### src/verilog/swgc_pkg.sv
// Purpose: Constants for the switch global control register block
// Assumes: 100 MHz system clock, byte-wide management register port
// Notes:   Summary of the behaviour is listed below
//
// Summary of operation
// - GC0 bit 7 selects the alternative back-off; clear means standard back-off.
// - Writing 1 to GC0 bit 5 starts a dynamic table flush; self-clearing.
// - Dynamic flush removes entries of learning-disabled ports only.
// - Writing 1 to GC0 bit 4 starts a static table flush; self-clearing.
// - Static entry qualifies if unicast, single forward port, port learning disabled.
// - Static flush removes every qualifying entry, several per port included.
// - Interop drop mode drops type 0x8808 or DA 01-80-C2-00-00-01.
// - Interop drop mode clear drops only qualified flow control frames.
// - GC0 bit 0 set: link loss triggers fast aging finishing under 800 us.
// - After the fast age cycle, aging returns to the 300 s period.
// - Port unplugged: all addresses are aged out of the table.
// - GC1 bit 7 forwards errored frames too; flow control frames are still dropped.
// - Pass-all-frames works together with sniffer mirroring.
// - GC1 bit 6 enables 2K byte frames; reset value 0.

package swgc_pkg;
    localparam logic [7:0]  ADDR_GC0       = 8'h02;
    localparam logic [7:0]  ADDR_GC1       = 8'h03;
    localparam int          GC0_NEW_BO     = 7;
    localparam int          GC0_RSVD6      = 6;
    localparam int          GC0_DYN_FLUSH  = 5;
    localparam int          GC0_STAT_FLUSH = 4;
    localparam int          GC0_RSVD3      = 3;
    localparam int          GC0_RSVD2      = 2;
    localparam int          GC0_INTEROP    = 1;
    localparam int          GC0_LINK_AGE   = 0;
    localparam int          GC1_PASS_ALL   = 7;
    localparam int          GC1_HUGE       = 6;
    localparam logic        RSVD6_VAL      = 1'h0;
    localparam logic        RSVD3_VAL      = 1'h1;
    localparam logic        RSVD2_VAL      = 1'h1;
    localparam logic [7:0]  RD_UNMAPPED    = 8'h00;
    localparam logic [15:0] FC_TYPE        = 16'h8808;
    localparam logic [47:0] FC_DA          = 48'h0180_C200_0001;
    localparam int          MCAST_BIT      = 40;
    localparam logic [11:0] FRAME_MAX_STD  = 12'h5F2;
    localparam logic [11:0] FRAME_MAX_HUGE = 12'h800;
    localparam longint unsigned CLK_HZ            = 100000000;
    localparam longint unsigned AGE_PERIOD_S      = 300;
    localparam longint unsigned AGE_PERIOD_CYC    = AGE_PERIOD_S * CLK_HZ;
    localparam longint unsigned FAST_AGE_LIMIT_US = 800;
    // Longest time: rounded down
    localparam longint unsigned FAST_AGE_MAX_CYC  = FAST_AGE_LIMIT_US * CLK_HZ / 1000000;
endpackage : swgc_pkg

### src/verilog/swgc_regs.sv
// Purpose: Global control bytes and flush, aging and frame filter control
// Assumes: Table and frame inputs are on MCLK; LINK_UP comes from pins
// Notes:   Table reads answer one cycle after the index is presented
//
// Our own choice: the plain strobed port.
`timescale 1ns/1ps
`default_nettype none

module swgc_regs #(
    parameter int              NP         = 4,
    parameter int              DYN_DEPTH  = 1024,
    parameter int              STAT_DEPTH = 32,
    parameter longint unsigned AGE_CYC    = swgc_pkg::AGE_PERIOD_CYC,
    parameter longint unsigned FAST_LIMIT = swgc_pkg::FAST_AGE_MAX_CYC
) (
    input  wire logic                          MCLK,            // System clock
    input  wire logic                          RST_N,           // Async reset
    input  wire logic [7:0]                    ADDR,            // Register address
    input  wire logic [7:0]                    WDATA,           // Write data
    input  wire logic                          WR,              // Write strobe
    input  wire logic                          RD,              // Read strobe
    output logic      [7:0]                    RDATA,           // Read data, next cycle
    output logic                               NEW_BACKOFF_EN,  // Alternative back-off
    output logic                               PASS_ALL_FRAMES, // Debug pass-all
    output logic                               HUGE_FRAME_EN,   // 2K frames allowed
    input  wire logic [NP-1:0]                 LINK_UP,         // Link status pins
    input  wire logic [NP-1:0]                 LEARN_DIS,       // Learning off per port
    output logic                               DYN_RD_EN,       // Dynamic entry read
    output logic [$clog2(DYN_DEPTH)-1:0]       DYN_RD_IDX,      // Dynamic entry index
    input  wire logic                          DYN_ENT_VALID,   // Entry in use
    input  wire logic [$clog2(NP)-1:0]         DYN_ENT_PORT,    // Learned source port
    output logic                               DYN_DEL,         // Remove entry pulse
    output logic [$clog2(DYN_DEPTH)-1:0]       DYN_DEL_IDX,     // Index to remove
    output logic                               STAT_RD_EN,      // Static entry read
    output logic [$clog2(STAT_DEPTH)-1:0]      STAT_RD_IDX,     // Static entry index
    input  wire logic                          STAT_ENT_VALID,  // Entry in use
    input  wire logic [47:0]                   STAT_ENT_MAC,    // Entry address
    input  wire logic [NP-1:0]                 STAT_ENT_PORTS,  // Forward port mask
    output logic                               STAT_DEL,        // Remove entry pulse
    output logic [$clog2(STAT_DEPTH)-1:0]      STAT_DEL_IDX,    // Index to remove
    output logic                               AGE_TICK,        // Normal aging pulse
    input  wire logic                          FRM_VALID,       // Frame verdict request
    input  wire logic [15:0]                   FRM_TYPE,        // Type/length field
    input  wire logic [47:0]                   FRM_DA,          // Destination address
    input  wire logic                          FRM_IS_FC,       // MAC-qualified pause
    input  wire logic                          FRM_BAD,         // Errored frame
    input  wire logic [11:0]                   FRM_LEN,         // Frame length, bytes
    input  wire logic                          SNIFF_EN,        // Sniffer mode on
    output logic                               FRM_DONE,        // Verdict valid pulse
    output logic                               FRM_DROP,        // Discard frame
    output logic                               FRM_SNIFF_BAD    // Mirror bad frame
);
    localparam int DW = $clog2(DYN_DEPTH);
    localparam int SW = $clog2(STAT_DEPTH);
    localparam logic [DW-1:0] DYN_LAST  = DW'(DYN_DEPTH - 1);
    localparam logic [SW-1:0] STAT_LAST = SW'(STAT_DEPTH - 1);

    typedef struct packed {
        logic          new_bo;
        logic          interop_flow_drop_mode;
        logic          link_age;
        logic          pass_all;
        logic          huge;
        logic [NP-1:0] link_m;
        logic [NP-1:0] link_s;
        logic [NP-1:0] link_p;
        logic [7:0]    rdata;
        logic          dyn_pend_flush;
        logic          dyn_pend_age;
        logic          dyn_busy;
        logic          dyn_all;
        logic [DW-1:0] dyn_idx;
        logic          dyn_chk;
        logic [DW-1:0] dyn_chk_idx;
        logic          dyn_del;
        logic [DW-1:0] dyn_del_idx;
        logic          age_restart;
        logic [31:0]   fa_cnt;
        logic          stat_busy;
        logic [SW-1:0] stat_idx;
        logic          stat_chk;
        logic [SW-1:0] stat_chk_idx;
        logic          stat_del;
        logic [SW-1:0] stat_del_idx;
        logic          frm_done;
        logic          frm_drop;
        logic          frm_sniff_bad;
    } swgc_state_t;

    swgc_state_t st_q;
    swgc_state_t st_d;

    logic        wr_gc0;
    logic        dyn_flush_act;
    logic        stat_flush_act;
    logic        fast_age_act;
    logic [NP-1:0] link_fall;
    logic        stat_hit;
    logic        fc_match;
    logic        too_long;
    logic        err_frame;
    logic [11:0] len_max;

    assign wr_gc0         = WR && (ADDR == swgc_pkg::ADDR_GC0);
    assign dyn_flush_act  = st_q.dyn_pend_flush
                          || ((st_q.dyn_busy || st_q.dyn_chk) && !st_q.dyn_all);
    assign stat_flush_act = st_q.stat_busy || st_q.stat_chk;
    assign fast_age_act   = st_q.dyn_pend_age
                          || ((st_q.dyn_busy || st_q.dyn_chk) && st_q.dyn_all);
    assign link_fall      = st_q.link_p & ~st_q.link_s;
    assign stat_hit = STAT_ENT_VALID && !STAT_ENT_MAC[swgc_pkg::MCAST_BIT]
                    && (STAT_ENT_PORTS != '0)
                    && ((STAT_ENT_PORTS & (STAT_ENT_PORTS - NP'(1))) == '0)
                    && ((STAT_ENT_PORTS & LEARN_DIS) != '0);
    assign fc_match = st_q.interop_flow_drop_mode
                    ? ((FRM_TYPE == swgc_pkg::FC_TYPE) || (FRM_DA == swgc_pkg::FC_DA))
                    : FRM_IS_FC;
    assign len_max   = st_q.huge ? swgc_pkg::FRAME_MAX_HUGE : swgc_pkg::FRAME_MAX_STD;
    assign too_long  = FRM_LEN > len_max;
    assign err_frame = FRM_BAD || too_long;

    always_comb
    begin
        st_d             = st_q;
        st_d.link_m      = LINK_UP;
        st_d.link_s      = st_q.link_m;
        st_d.link_p      = st_q.link_s;
        st_d.rdata       = swgc_pkg::RD_UNMAPPED;
        st_d.dyn_del     = 1'b0;
        st_d.stat_del    = 1'b0;
        st_d.age_restart = 1'b0;

        // Register writes; reserved bits have no storage
        if (wr_gc0)
        begin
            st_d.new_bo                 = WDATA[swgc_pkg::GC0_NEW_BO];
            st_d.interop_flow_drop_mode = WDATA[swgc_pkg::GC0_INTEROP];
            st_d.link_age               = WDATA[swgc_pkg::GC0_LINK_AGE];
        end
        if (WR && (ADDR == swgc_pkg::ADDR_GC1))
        begin
            st_d.pass_all = WDATA[swgc_pkg::GC1_PASS_ALL];
            st_d.huge     = WDATA[swgc_pkg::GC1_HUGE];
        end
        if (RD && (ADDR == swgc_pkg::ADDR_GC0))
        begin
            st_d.rdata[swgc_pkg::GC0_NEW_BO]     = st_q.new_bo;
            st_d.rdata[swgc_pkg::GC0_RSVD6]      = swgc_pkg::RSVD6_VAL;
            st_d.rdata[swgc_pkg::GC0_DYN_FLUSH]  = dyn_flush_act;
            st_d.rdata[swgc_pkg::GC0_STAT_FLUSH] = stat_flush_act;
            st_d.rdata[swgc_pkg::GC0_RSVD3]      = swgc_pkg::RSVD3_VAL;
            st_d.rdata[swgc_pkg::GC0_RSVD2]      = swgc_pkg::RSVD2_VAL;
            st_d.rdata[swgc_pkg::GC0_INTEROP]    = st_q.interop_flow_drop_mode;
            st_d.rdata[swgc_pkg::GC0_LINK_AGE]   = st_q.link_age;
        end
        if (RD && (ADDR == swgc_pkg::ADDR_GC1))
        begin
            st_d.rdata[swgc_pkg::GC1_PASS_ALL] = st_q.pass_all;
            st_d.rdata[swgc_pkg::GC1_HUGE]     = st_q.huge;
        end

        // Dynamic walker: one index per cycle, verdict one cycle later
        st_d.dyn_chk     = st_q.dyn_busy;
        st_d.dyn_chk_idx = st_q.dyn_idx;
        if (st_q.dyn_busy)
        begin
            if (st_q.dyn_idx == DYN_LAST)
            begin
                st_d.dyn_busy = 1'b0;
            end
            st_d.dyn_idx = st_q.dyn_idx + DW'(1);
        end
        else if (!st_q.dyn_chk && st_q.dyn_pend_age)
        begin
            // Fast age ahead of flush: it carries a deadline
            st_d.dyn_busy     = 1'b1;
            st_d.dyn_all      = 1'b1;
            st_d.dyn_idx      = '0;
            st_d.dyn_pend_age = 1'b0;
        end
        else if (!st_q.dyn_chk && st_q.dyn_pend_flush)
        begin
            st_d.dyn_busy       = 1'b1;
            st_d.dyn_all        = 1'b0;
            st_d.dyn_idx        = '0;
            st_d.dyn_pend_flush = 1'b0;
        end
        if (st_q.dyn_chk && DYN_ENT_VALID
            && (st_q.dyn_all || LEARN_DIS[DYN_ENT_PORT]))
        begin
            st_d.dyn_del     = 1'b1;
            st_d.dyn_del_idx = st_q.dyn_chk_idx;
        end
        if (st_q.dyn_chk && st_q.dyn_all && (st_q.dyn_chk_idx == DYN_LAST))
        begin
            st_d.age_restart = 1'b1;
        end
        // Requests after the hand-off: a new event is never lost
        if (wr_gc0 && WDATA[swgc_pkg::GC0_DYN_FLUSH])
        begin
            st_d.dyn_pend_flush = 1'b1;
        end
        if (st_q.link_age && (link_fall != '0))
        begin
            st_d.dyn_pend_age = 1'b1;
        end
        st_d.fa_cnt = fast_age_act ? st_q.fa_cnt + 32'h1 : 32'h0;

        // Static walker; a trigger while running is absorbed
        st_d.stat_chk     = st_q.stat_busy;
        st_d.stat_chk_idx = st_q.stat_idx;
        if (st_q.stat_busy)
        begin
            if (st_q.stat_idx == STAT_LAST)
            begin
                st_d.stat_busy = 1'b0;
            end
            st_d.stat_idx = st_q.stat_idx + SW'(1);
        end
        else if (!st_q.stat_chk && wr_gc0 && WDATA[swgc_pkg::GC0_STAT_FLUSH])
        begin
            st_d.stat_busy = 1'b1;
            st_d.stat_idx  = '0;
        end
        if (st_q.stat_chk && stat_hit)
        begin
            st_d.stat_del     = 1'b1;
            st_d.stat_del_idx = st_q.stat_chk_idx;
        end

        // Frame verdict; pass-all does not override pause drops
        st_d.frm_done      = FRM_VALID;
        st_d.frm_drop      = FRM_VALID && (fc_match || (err_frame && !st_q.pass_all));
        st_d.frm_sniff_bad = FRM_VALID && err_frame && st_q.pass_all && SNIFF_EN;
    end

    always_ff @(posedge MCLK or negedge RST_N)
    begin
        if (!RST_N)
        begin
            st_q <= '0;
        end
        else
        begin
            st_q <= st_d;
        end
    end

    swgc_age_timer #(
        .PERIOD (AGE_CYC)
    ) u_age_timer (
        .clk     (MCLK),
        .rst_n   (RST_N),
        .restart (st_q.age_restart),
        .tick    (AGE_TICK)
    );

    assign RDATA           = st_q.rdata;
    assign NEW_BACKOFF_EN  = st_q.new_bo;
    assign PASS_ALL_FRAMES = st_q.pass_all;
    assign HUGE_FRAME_EN   = st_q.huge;
    assign DYN_RD_EN       = st_q.dyn_busy;
    assign DYN_RD_IDX      = st_q.dyn_idx;
    assign DYN_DEL         = st_q.dyn_del;
    assign DYN_DEL_IDX     = st_q.dyn_del_idx;
    assign STAT_RD_EN      = st_q.stat_busy;
    assign STAT_RD_IDX     = st_q.stat_idx;
    assign STAT_DEL        = st_q.stat_del;
    assign STAT_DEL_IDX    = st_q.stat_del_idx;
    assign FRM_DONE        = st_q.frm_done;
    assign FRM_DROP        = st_q.frm_drop;
    assign FRM_SNIFF_BAD   = st_q.frm_sniff_bad;
endmodule // swgc_regs

`default_nettype wire

### src/verilog/swgc_age_timer.sv
// Purpose: Normal aging period timer
// Assumes: Period in system clock cycles, at least 2
// Notes:   Restart reloads the period after a fast age cycle
`timescale 1ns/1ps
`default_nettype none

module swgc_age_timer #(
    parameter longint unsigned PERIOD = swgc_pkg::AGE_PERIOD_CYC
) (
    input  wire logic clk,       // System clock
    input  wire logic rst_n,     // Async reset, active low
    input  wire logic restart,   // Start a fresh period
    output logic      tick       // One-cycle aging pulse
);
    localparam int CW = $clog2(PERIOD + 1);
    localparam logic [CW-1:0] LAST = CW'(PERIOD - 1);

    typedef struct packed {
        logic [CW-1:0] cnt;
        logic          tick;
    } swgc_tmr_t;

    swgc_tmr_t st_q;
    swgc_tmr_t st_d;

    always_comb
    begin
        st_d      = st_q;
        st_d.tick = 1'b0;
        if (restart)
        begin
            st_d.cnt = '0;
        end
        else if (st_q.cnt == LAST)
        begin
            st_d.cnt  = '0;
            st_d.tick = 1'b1;
        end
        else
        begin
            st_d.cnt = st_q.cnt + CW'(1);
        end
    end

    always_ff @(posedge clk or negedge rst_n)
    begin
        if (!rst_n)
        begin
            st_q <= '0;
        end
        else
        begin
            st_q <= st_d;
        end
    end

    assign tick = st_q.tick;
endmodule // swgc_age_timer

`default_nettype wire

### config.mk
export PLATFORM = sky130hd
export DESIGN_NAME = swgc_regs
export DESIGN_NICKNAME = d
export VERILOG_FILES = /design/src/verilog/swgc_pkg.sv /design/src/verilog/swgc_regs.sv /design/src/verilog/swgc_age_timer.sv
export SDC_FILE = /design/constraint.sdc
export NUM_CORES = 1
export LEC_CHECK = 0
export BUFFER_PORTS_ARGS = -buffer_cell sky130_fd_sc_hd__buf_2
export CAP_MARGIN = 30
export CORE_ASPECT_RATIO = 1.4
export CORE_UTILIZATION = 53
export DETAILED_ROUTE_END_ITERATION = 16
export GPL_TIMING_DRIVEN = 0
export PLACE_DENSITY = 0.9
export SLEW_MARGIN = 20
export SYNTH_ARGS = -nofsm -noshare
export SYNTH_HDL_FRONTEND = slang
export SYNTH_HIERARCHICAL = 1
export SYNTH_SLANG_ARGS = --single-unit
### constraint.sdc
create_clock -name MCLK -period 3.65 [get_ports MCLK]
set_clock_uncertainty 0.15 [all_clocks]
set_input_delay 0.1825 -clock MCLK [delete_from_list [all_inputs] [get_ports MCLK]]
set_output_delay 0.1825 -clock MCLK [all_outputs]
set_load 0.03 [all_outputs]
-- Yosys cells after proc, flatten, opt, wreduce, memory -nomap -nowiden
Index checks and enable logic that the tools add are counted.
- $add $sub $neg: 4
- magnitude comparators: 2
- eq/ne operators: 11
- multiplexer cells: 27
- bitwise operators: 5
- reductions and logical operators: 49
- operators by type and width (operator ; count):
    $mux W35 ; 2
    $eq A48 B41 Y1 const B ; 1
    $mux W12 ; 3
    $add A35 B1 Y35 const B ; 1
    $eq A35 B35 Y1 const B ; 1
    $logic_and A1 B1 Y1 ; 25
    $eq A10 B10 Y1 const B ; 2
    $mux W6 ; 3
    $eq A16 B16 Y1 const B ; 1
    $eq A8 B2 Y1 const B ; 2
    $mux W1 ; 13
    $and A4 B4 Y4 ; 3
    $gt A12 B12 Y1 ; 1
    $reduce_bool A4 Y1 ; 3
    $mux W11 ; 1
    $add A10 B1 Y10 const B ; 1
    $mux W10 ; 1
    $mux W8 ; 1
    $reduce_bool A2 Y1 ; 4
    $logic_or A1 B1 Y1 ; 7
    $ne A2 B1 Y1 const B ; 3
    $add A5 B1 Y5 const B ; 1
    $eq A5 B5 Y1 const B ; 1
    $logic_not A1 Y1 ; 5
    10 further kinds ; 12
- flip-flop bits (word level): 119
- input bits: 164
- logic and storage cells: 128

-- Depth between registers and ports, before layout
Gate-level depths: netlist of run 1.
- word-level depth: 7
- gate-level depth with buffers: 7
- gate-level depth less buffers: 6

-- Hierarchy
The synthesis of run 1 kept the hierarchy.
- by module, submodules not included (module ; times used ; cells an instance ; area an instance (µm²) ; seq. area each (µm²)):
    swgc_regs ; 1 ; 298 ; 3637.2 ; 2052.0
    swgc_age_timer ; 1 ; 219 ; 1999.4 ; 900.9

-- Worst setup path before layout of run 1
OpenSTA, ideal clock, no wires.
- kind: reg-to-reg
- start: reg u_age_timer/st_q[1] (netlist name)
- end: reg u_age_timer/st_q[29] (netlist name)
- arrival: 1.988 ns
- path slack: 1.434 ns
- cell stages (with the launch flop): 7
- buffers on the path: 1
- period minus slack after synthesis: 2.216 ns
- cells stage by stage: dfrtp_1 > ha_1 > nand3_1 > or4_1 > buf_2 > or4_1 > a21oi_1
- RTL lines (what ; RTL line ; text):
    from (decl) ; swgc_age_timer.sv:23 ; swgc_tmr_t st_q;
    from (signal assigned) ; swgc_age_timer.sv:53 ; st_q <= st_d;

==> results.cfg, run 1 <==
[placement]
dp_hpwl_um = 11700
detailed_place.area_mm2 = 0.00665
portBuffers = 163
dp_worst_setup_slack_ns = 1.04
place.gp.congestion = 1.00

[clock_network]
clock-sinks = 118
h-tree-depth = 4
path_clk_slew_ns = 0.05
clock_latency_at_the_later_pin_of_the_worst_skew_pair_ns = 0.41
cts_tree = yes
numCtsBuffers = 17
postCtsResizedCells = 0
root_buffer = clkbuf_16
cts.path.max_buffers = 2

[power_and_ir_drop]
pwr-share-comb_pct = 9.2
power_frac_clock_pct = 50.3
power.net_switching_w = 0.000822
sequentialPowerShare_pct = 40.6
leakage_nw = 3.56
netSwitchingFraction_pct = 23.9
total_power_w = 0.00345
cell_internal_pwr_w = 0.00262
irDropWorstVdd_mv = 0.288
powerDensity_mw_per_mm2 = 461

[floorplan]
fp.dieW_um = 89.2
boundaryPins = 213
initial_utilization_pct = 54.5
die_h_um = 124
design.die.area_mm2 = 0.0111
placement_rows = 44
area_of_the_core_mm2 = 0.0103

[finish]
final.fill_count = 760
final_nets = 896
area_growth_pct = 32.7
final_instance_area_mm2 = 0.00748
final_layout_size_suffix_gt1_share_pct = 36.6

[timing]
rsz_0062_raised_after_global_routing = no
timing.fmax_mhz = 365
final.setup.tns_ns = 0
number_of_setup_violations_in_the_final_report = 0
max-slew-margin-rel_pct = 48.2
period_share_pct = 75.0
final_worst_slack_ns = 0.914
timing.final.hold_violations = 0
timing_worst_slew_pin_value_ns = 0.771
maxSlewViolCount = 0
post-route-min-period_ns = 2.74

[drt]
vias = 5159
antenna_left = 0
post_drt_wl_per_cell_um = 18.4
drt_drc_violations_left = 0
detail_route.wirelength_um = 16100
firstDrtPassIters = 5
vias_per_cell = 5.91
drt_iter0_markers = 476

[synthesis]
ys_seq_area_share_pct = 52.4
syn-mean-instance-area_um2 = 10.9
synthTopCellsByCount = 118 x dfrtp_1, 38 x buf_4, 29 x a21oi_1
post_synth_num_cell_types = 55
synth-seq-cells = 118
synth_edf_count = 0
yosysWarnings = 6
synthesis.area_mm2 = 0.00564
yosysMostFrequentCell = dfrtp_1
postSynth.asyncResetShare_pct = 100
synth_largest_type_area_fraction_pct = 52.4
ys.flop_type = dfrtp_1
synth_top_cells_by_area = dfrtp_1 52%, buf_4 5.1%, mux2_2 4.2%
synth_cells = 517
synth_fp_nets = 693
netlist.top_cell.by_area = dfrtp_1

[worst_setup_path]
critical_path.startpoint_type = flip-flop
timing.critical_path.max_delay_family = compound AO/OA/AOI/OAI gates
worstSetupPathType = reg -> reg
timing.critical_path.slowest_cell_delay_ns = 0.72
critical_path.cell_chain = ha_1 -> and4_1 -> nand3_1 -> o31ai_1 -> clkbuf_1 -> nor2_1
worstPathBufferInverterCount = 1
worst-endpoint-arrival_ns = 2.85
crit_fanout = 10
critical_path_required_ns = 3.77
crit_path_end_kind = flip-flop
crit_path_top_delay_cell = o31ai_1

[outcome]
status = finished clean

[grt]
grt_first_pass_wirelength_um = 24500
global_route.overflow_total = 0
grt_util_all_layers_pct = 30.6
antenna_found_initial = 2
first_global_vias = 5084
grt_max_degree = 74

[flow_run]
max_cap_viol_count = 0

[min_path]
worst_hold_path_type = in -> reg
==> cell type report <==
cell class              instances  area [um^2]  share of cell area (%)
plain buffers                  54          355                    4.75
repair buffers                184         1040                    13.9
clock buffers                  19          453                    6.06
well taps                     138          173                    2.31
inverters                      19         71.3                   0.953
flip-flops and latches        118         2950                    39.5
clock inverters                13          170                    2.28
diodes                          2         5.00                  0.0669
multi-input cells             326         2260                    30.2
==> power by group through the flow <==
stage | sequential [W] | clock [W] | combinational (W)
final | 0.00140 | 0.00173 | 0.000316
after global routing | 0.00140 | 0.00181 | 0.000341
after CTS | 0.00140 | 0.00174 | 0.000316
after detailed placement | 0.00142 | 0 | 0.000297
after global placement | 0.00141 | 0 | 0.000282
after floorplan | 0.00142 | 0 | 0.000147
==> sequential cells by signal, summed over array words and instances, names as in the netlist, 5 cells and up <==
signal            cells
STAT_RD_IDX           5
RDATA                 7
DYN_RD_IDX           10
u_age_timer/st_q     35
DYN_DEL_IDX          10
st_d                  8
STAT_DEL_IDX          5
st_q                 27
==> final timing paths <==
kind,depth (start not counted),slack [ns],start,endpoint
worst max-delay path,6,0.91,u_age_timer/st_q[1],u_age_timer/st_q[3]
worst min-delay path,5,0.02,FRM_DA[28],FRM_DROP
worst max register to register,6,0.91,u_age_timer/st_q[1],u_age_timer/st_q[3]
worst min register to register,0,0.20,st_d[103],st_d[99]
max in group asynchronous,3,2.46,RST_N,FRM_DROP
min in group asynchronous,2,0.21,RST_N,u_age_timer/st_q[30]
==> timing repair <==
| item | CTS | global route |
|---|---|---|
| endpoints found under the setup margin | 0 | 0 |
| hold buffers | 20 | 0 |
| buffers inserted | 0 | 0 |
| endpoints found under the hold margin | 90 | 0 |
==> metal layers <==
layer  vias up  routed length (um)  GRT usage, %  share of wire, %
li1       2301                   -             -                 -
met1      2505                5340          32.0                33
met2       302                8740          55.4                54
met3        51                1360          8.08               8.4
met4         0                 632          15.3               3.9
met5         -                   0             0                 0
==> cells in the final DEF (no fill, tap or decap), drive strengths merged, types with 3 or more instances in the layout <==
cell	n
clkinvlp	3
xnor2	9
clkbuf	32
and2	3
a21oi	29
o21a	5
a22o	6
nand3	24
nand4	26
clkinv	4
nor3	10
nand3b	3
or3	10
bufinv	3
and4	5
buf	205
or4	15
nor4b	7
inv	22
nor2	27
dlygate4sd3	20
o211ai	3
and3	5
o31ai	15
xor2	6
nand2	24
nor4	17
o21ai	17
mux2	21
mux2i	3
dfrtp	118
ha	12
==> worst reg2reg max path: stages (launching register included) <==
cell      delay (ns)
dfrtp_1         0.40
ha_1            0.29
and4_1          0.26
nand3_1         0.16
o31ai_1         0.72
clkbuf_1        0.48
nor2_1          0.12
==> cells by family after synthesis <==
kind of cell	count (synthesis)	share of synthesized area (%)
AND/OR/NAND/NOR	188	20.0
adder cells (fa/ha/maj)	12	2.66
AO/OA/AOI/OAI	86	9.88
flip-flops	118	52.4
buffers and inverters	73	7.57
multiplexers	25	5.13
XOR/XNOR	15	2.33
==> metrics by stage <==
step           util [%]  instances  hold slack (ns)
2_1_floorplan         -        517           -0.263
3_3_place_gp       64.0        818            0.141
3_5_place_dp       64.3        819           0.0958
4_1_cts            72.2        871           0.0131
5_1_grt            72.3        873           0.0641
6_report           72.3        873           0.0156
Note: power is estimated with default switching activity, not from simulation.
==> run 2, diff against run 1 <==
--- a/config.mk
+++ b/config.mk
@@ -5,13 +5,14 @@
 export SDC_FILE = /design/constraint.sdc
 export NUM_CORES = 1
 export LEC_CHECK = 0
+export ABC_AREA = 1
 export BUFFER_PORTS_ARGS = -buffer_cell sky130_fd_sc_hd__buf_2
 export CAP_MARGIN = 30
 export CORE_ASPECT_RATIO = 1.4
-export CORE_UTILIZATION = 53
+export CORE_UTILIZATION = 50
 export DETAILED_ROUTE_END_ITERATION = 16
 export GPL_TIMING_DRIVEN = 0
-export PLACE_DENSITY = 0.9
+export PLACE_DENSITY = 0.85
 export SLEW_MARGIN = 20
 export SYNTH_ARGS = -nofsm -noshare
 export SYNTH_HDL_FRONTEND = slang
==> constraint.sdc (replaced) <==
create_clock -name MCLK -period 2.8 [get_ports MCLK]
set_clock_uncertainty 0.15 [all_clocks]
set_input_delay 0.14 -clock MCLK [delete_from_list [all_inputs] [get_ports MCLK]]
set_output_delay 0.14 -clock MCLK [all_outputs]
set_load 0.03 [all_outputs]
==> run 2 against run 1 <==
- global-route usage is 3.0 points lower
- synthesized cell count up 45%
- routed wire length fell by 1.3%
- critical endpoint is now FRM_SNIFF_BAD
- largest cell class unchanged
- highest routed layer unchanged
==> results.cfg, run 2 <==
[drt]
post_drt_wl_per_cell_um = 14.2
drt_iter0_markers = 245
vias_per_cell = 5.01
vias = 5607
firstDrtPassIters = 5
detail_route.wirelength_um = 15900
antenna_left = 0
drt_drc_violations_left = 0

[synthesis]
synth_fp_nets = 928
netlist.top_cell.by_area = dfrtp_1
synthTopCellsByCount = 194 x nand2_1, 153 x nor2_1, 118 x dfrtp_1
synth_cells = 752
ys_seq_area_share_pct = 49.2
synth_top_cells_by_area = dfrtp_1 49%, nand2_1 12%, nor2_1 9.6%
syn-mean-instance-area_um2 = 7.98
yosysWarnings = 6
postSynth.asyncResetShare_pct = 100
post_synth_num_cell_types = 37
yosysMostFrequentCell = nand2_1
synth_largest_type_area_fraction_pct = 49.2
synthesis.area_mm2 = 0.00600
ys.flop_type = dfrtp_1
synth-seq-cells = 118
synth_edf_count = 0

[placement]
portBuffers = 163
detailed_place.area_mm2 = 0.00703
place.gp.congestion = 0.958
dp_worst_setup_slack_ns = 0.877
dp_hpwl_um = 11900

[floorplan]
initial_utilization_pct = 51.0
design.die.area_mm2 = 0.0124
area_of_the_core_mm2 = 0.0118
boundaryPins = 213
die_h_um = 132
fp.dieW_um = 94.6
placement_rows = 47

[clock_network]
cts.path.max_buffers = 2
root_buffer = clkbuf_16
numCtsBuffers = 17
clock_latency_at_the_later_pin_of_the_worst_skew_pair_ns = 0.40
clock-sinks = 118
path_clk_slew_ns = 0.06
h-tree-depth = 4
postCtsResizedCells = 0
cts_tree = yes
postCtsSetupBuffers = 0

[timing]
timing.final.hold_violations = 0
final.setup.tns_ns = 0
timing_worst_slew_pin_value_ns = 0.563
timing.fmax_mhz = 415
maxSlewViolCount = 0
period_share_pct = 86.0
rsz_0062_raised_after_global_routing = no
holdWs_ns = 0.0341
max-slew-margin-rel_pct = 62.5
number_of_setup_violations_in_the_final_report = 0
final_worst_slack_ns = 0.392
post-route-min-period_ns = 2.41

[power_and_ir_drop]
powerDensity_mw_per_mm2 = 553
leakage_nw = 4.12
total_power_w = 0.00434
irDropWorstVdd_mv = 0.413

[worst_setup_path]
crit_fanout = 8
critical_path.startpoint_type = flip-flop
critical_path_required_ns = 3.00
worst-endpoint-arrival_ns = 2.60
timing.critical_path.max_delay_family = buffers and inverters
crit_path_top_delay_cell = dlygate4sd3_1
worstSetupPathType = reg -> reg
crit_path_end_kind = flip-flop
worstPathBufferInverterCount = 2
critical_path.cell_chain = inv_1 -> ha_1 -> nand2_1 -> nor2_1 -> nand3_1 -> nand3_1 -> nand2_1 -> a21oi_1 -> dlygate4sd3_1
timing.critical_path.slowest_cell_delay_ns = 0.55

[finish]
final_instance_area_mm2 = 0.00786
antenna_cells = 0
final_layout_size_suffix_gt1_share_pct = 26.1
most-common-layout-cells = 194 x nand2_1, 164 x buf_2, 153 x nor2_1, 118 x dfrtp_1, 76 x inv_1
final_common_cell = nand2_1
final.fill_count = 958
largest_register_ffs = 35
registers.top_by_ff_count = u_age_timer/st_q
largest_registers = u_age_timer/st_q: 35 flops, st_q: 27 flops
final_nets = 1137
area_growth_pct = 30.9

[grt]
antenna_found_initial = 0
grt_util_all_layers_pct = 27.6
first_global_vias = 5677
global_route.overflow_total = 0
grt_max_degree = 61
grt_first_pass_wirelength_um = 25800

[min_path]
worst_hold_path_type = in -> reg

[flow_run]
max_cap_viol_count = 0

[outcome]
status = finished clean
run 2: area by class of cell:
cell class                 count  area [um^2]  share of cell area (%)
buffer                        43          314                    4.00
clock inverter                12          130                    1.66
tap                          147          184                    2.34
inverter                      79          298                    3.79
multi-input combinational    512         2440                    31.0
timing repair buffer         190         1110                    14.1
clock buffer                  19          433                    5.51
sequential                   118         2950                    37.6
run 2: final timing paths:
| check | startpoint | endpoint | slack, ns | cells after the start |
|---|---|---|---|---|
| hold / removal | FRM_DA[24] | FRM_DROP | 0.03 | 8 |
| setup reg to reg | HUGE_FRAME_EN | FRM_SNIFF_BAD | 0.39 | 9 |
| max in group asynchronous | RST_N | u_age_timer/st_q[32] | 1.66 | 3 |
| hold reg to reg | st_d[103] | st_d[99] | 0.20 | 0 |
| setup / recovery | HUGE_FRAME_EN | FRM_SNIFF_BAD | 0.39 | 9 |
| min in group asynchronous | RST_N | DYN_RD_IDX[9] | 0.15 | 2 |
run 2: repair_timing:
| action | 4_1_cts | 5_1_grt |
|---|---|---|
| hold buffers | 26 | 0 |
| endpoints found under the setup margin | 0 | 0 |
| hold endpoints to repair | 79 | 0 |
run 2: cell families (layout without fill, tap and decap cells):
logic type / count (synthesis) / in the layout / share of synthesized area (%)
and+or+nand+nor: 440 / 440 / 31.4
xor gates and xnor gates: 21 / 21 / 3.07
DFF: 118 / 118 / 49.2
adders and majority gates: 12 / 12 / 2.50
buffers and inverters: 122 / 343 / 10.2
AOI/OAI and AO/OA: 39 / 39 / 3.61
run 2: tightest hold or removal path: stages:
cell	delay [ns]
buf_2	0.08
nor2_1	0.03
nand4_1	0.06
nor2_1	0.04
nand3_1	0.07
nand2_1	0.04
nand2_1	0.05
nand2_1	0.04
run 2: through the flow:
step,instances,utilization (%)
after global placement,1062,59.5
after CTS,1120,66.8
after global routing,1120,66.8
after floorplan,752,-
final,1120,66.8
after detailed placement,1063,59.8
run 2: where the power goes:
part / internal, W / switching, W
Combinational: 0.000202 / 0.000253
Clock: 0.00130 / 0.000766
Sequential: 0.00177 / 0.0000485
run 2: layer usage:
layer	global-route usage, %	vias to the layer above	share of wire [%]
met5	0	-	0
met4	15.2	0	5.0
met3	5.56	46	5.0
met2	49.5	222	53
met1	29.4	2595	37
li1	-	2744	-
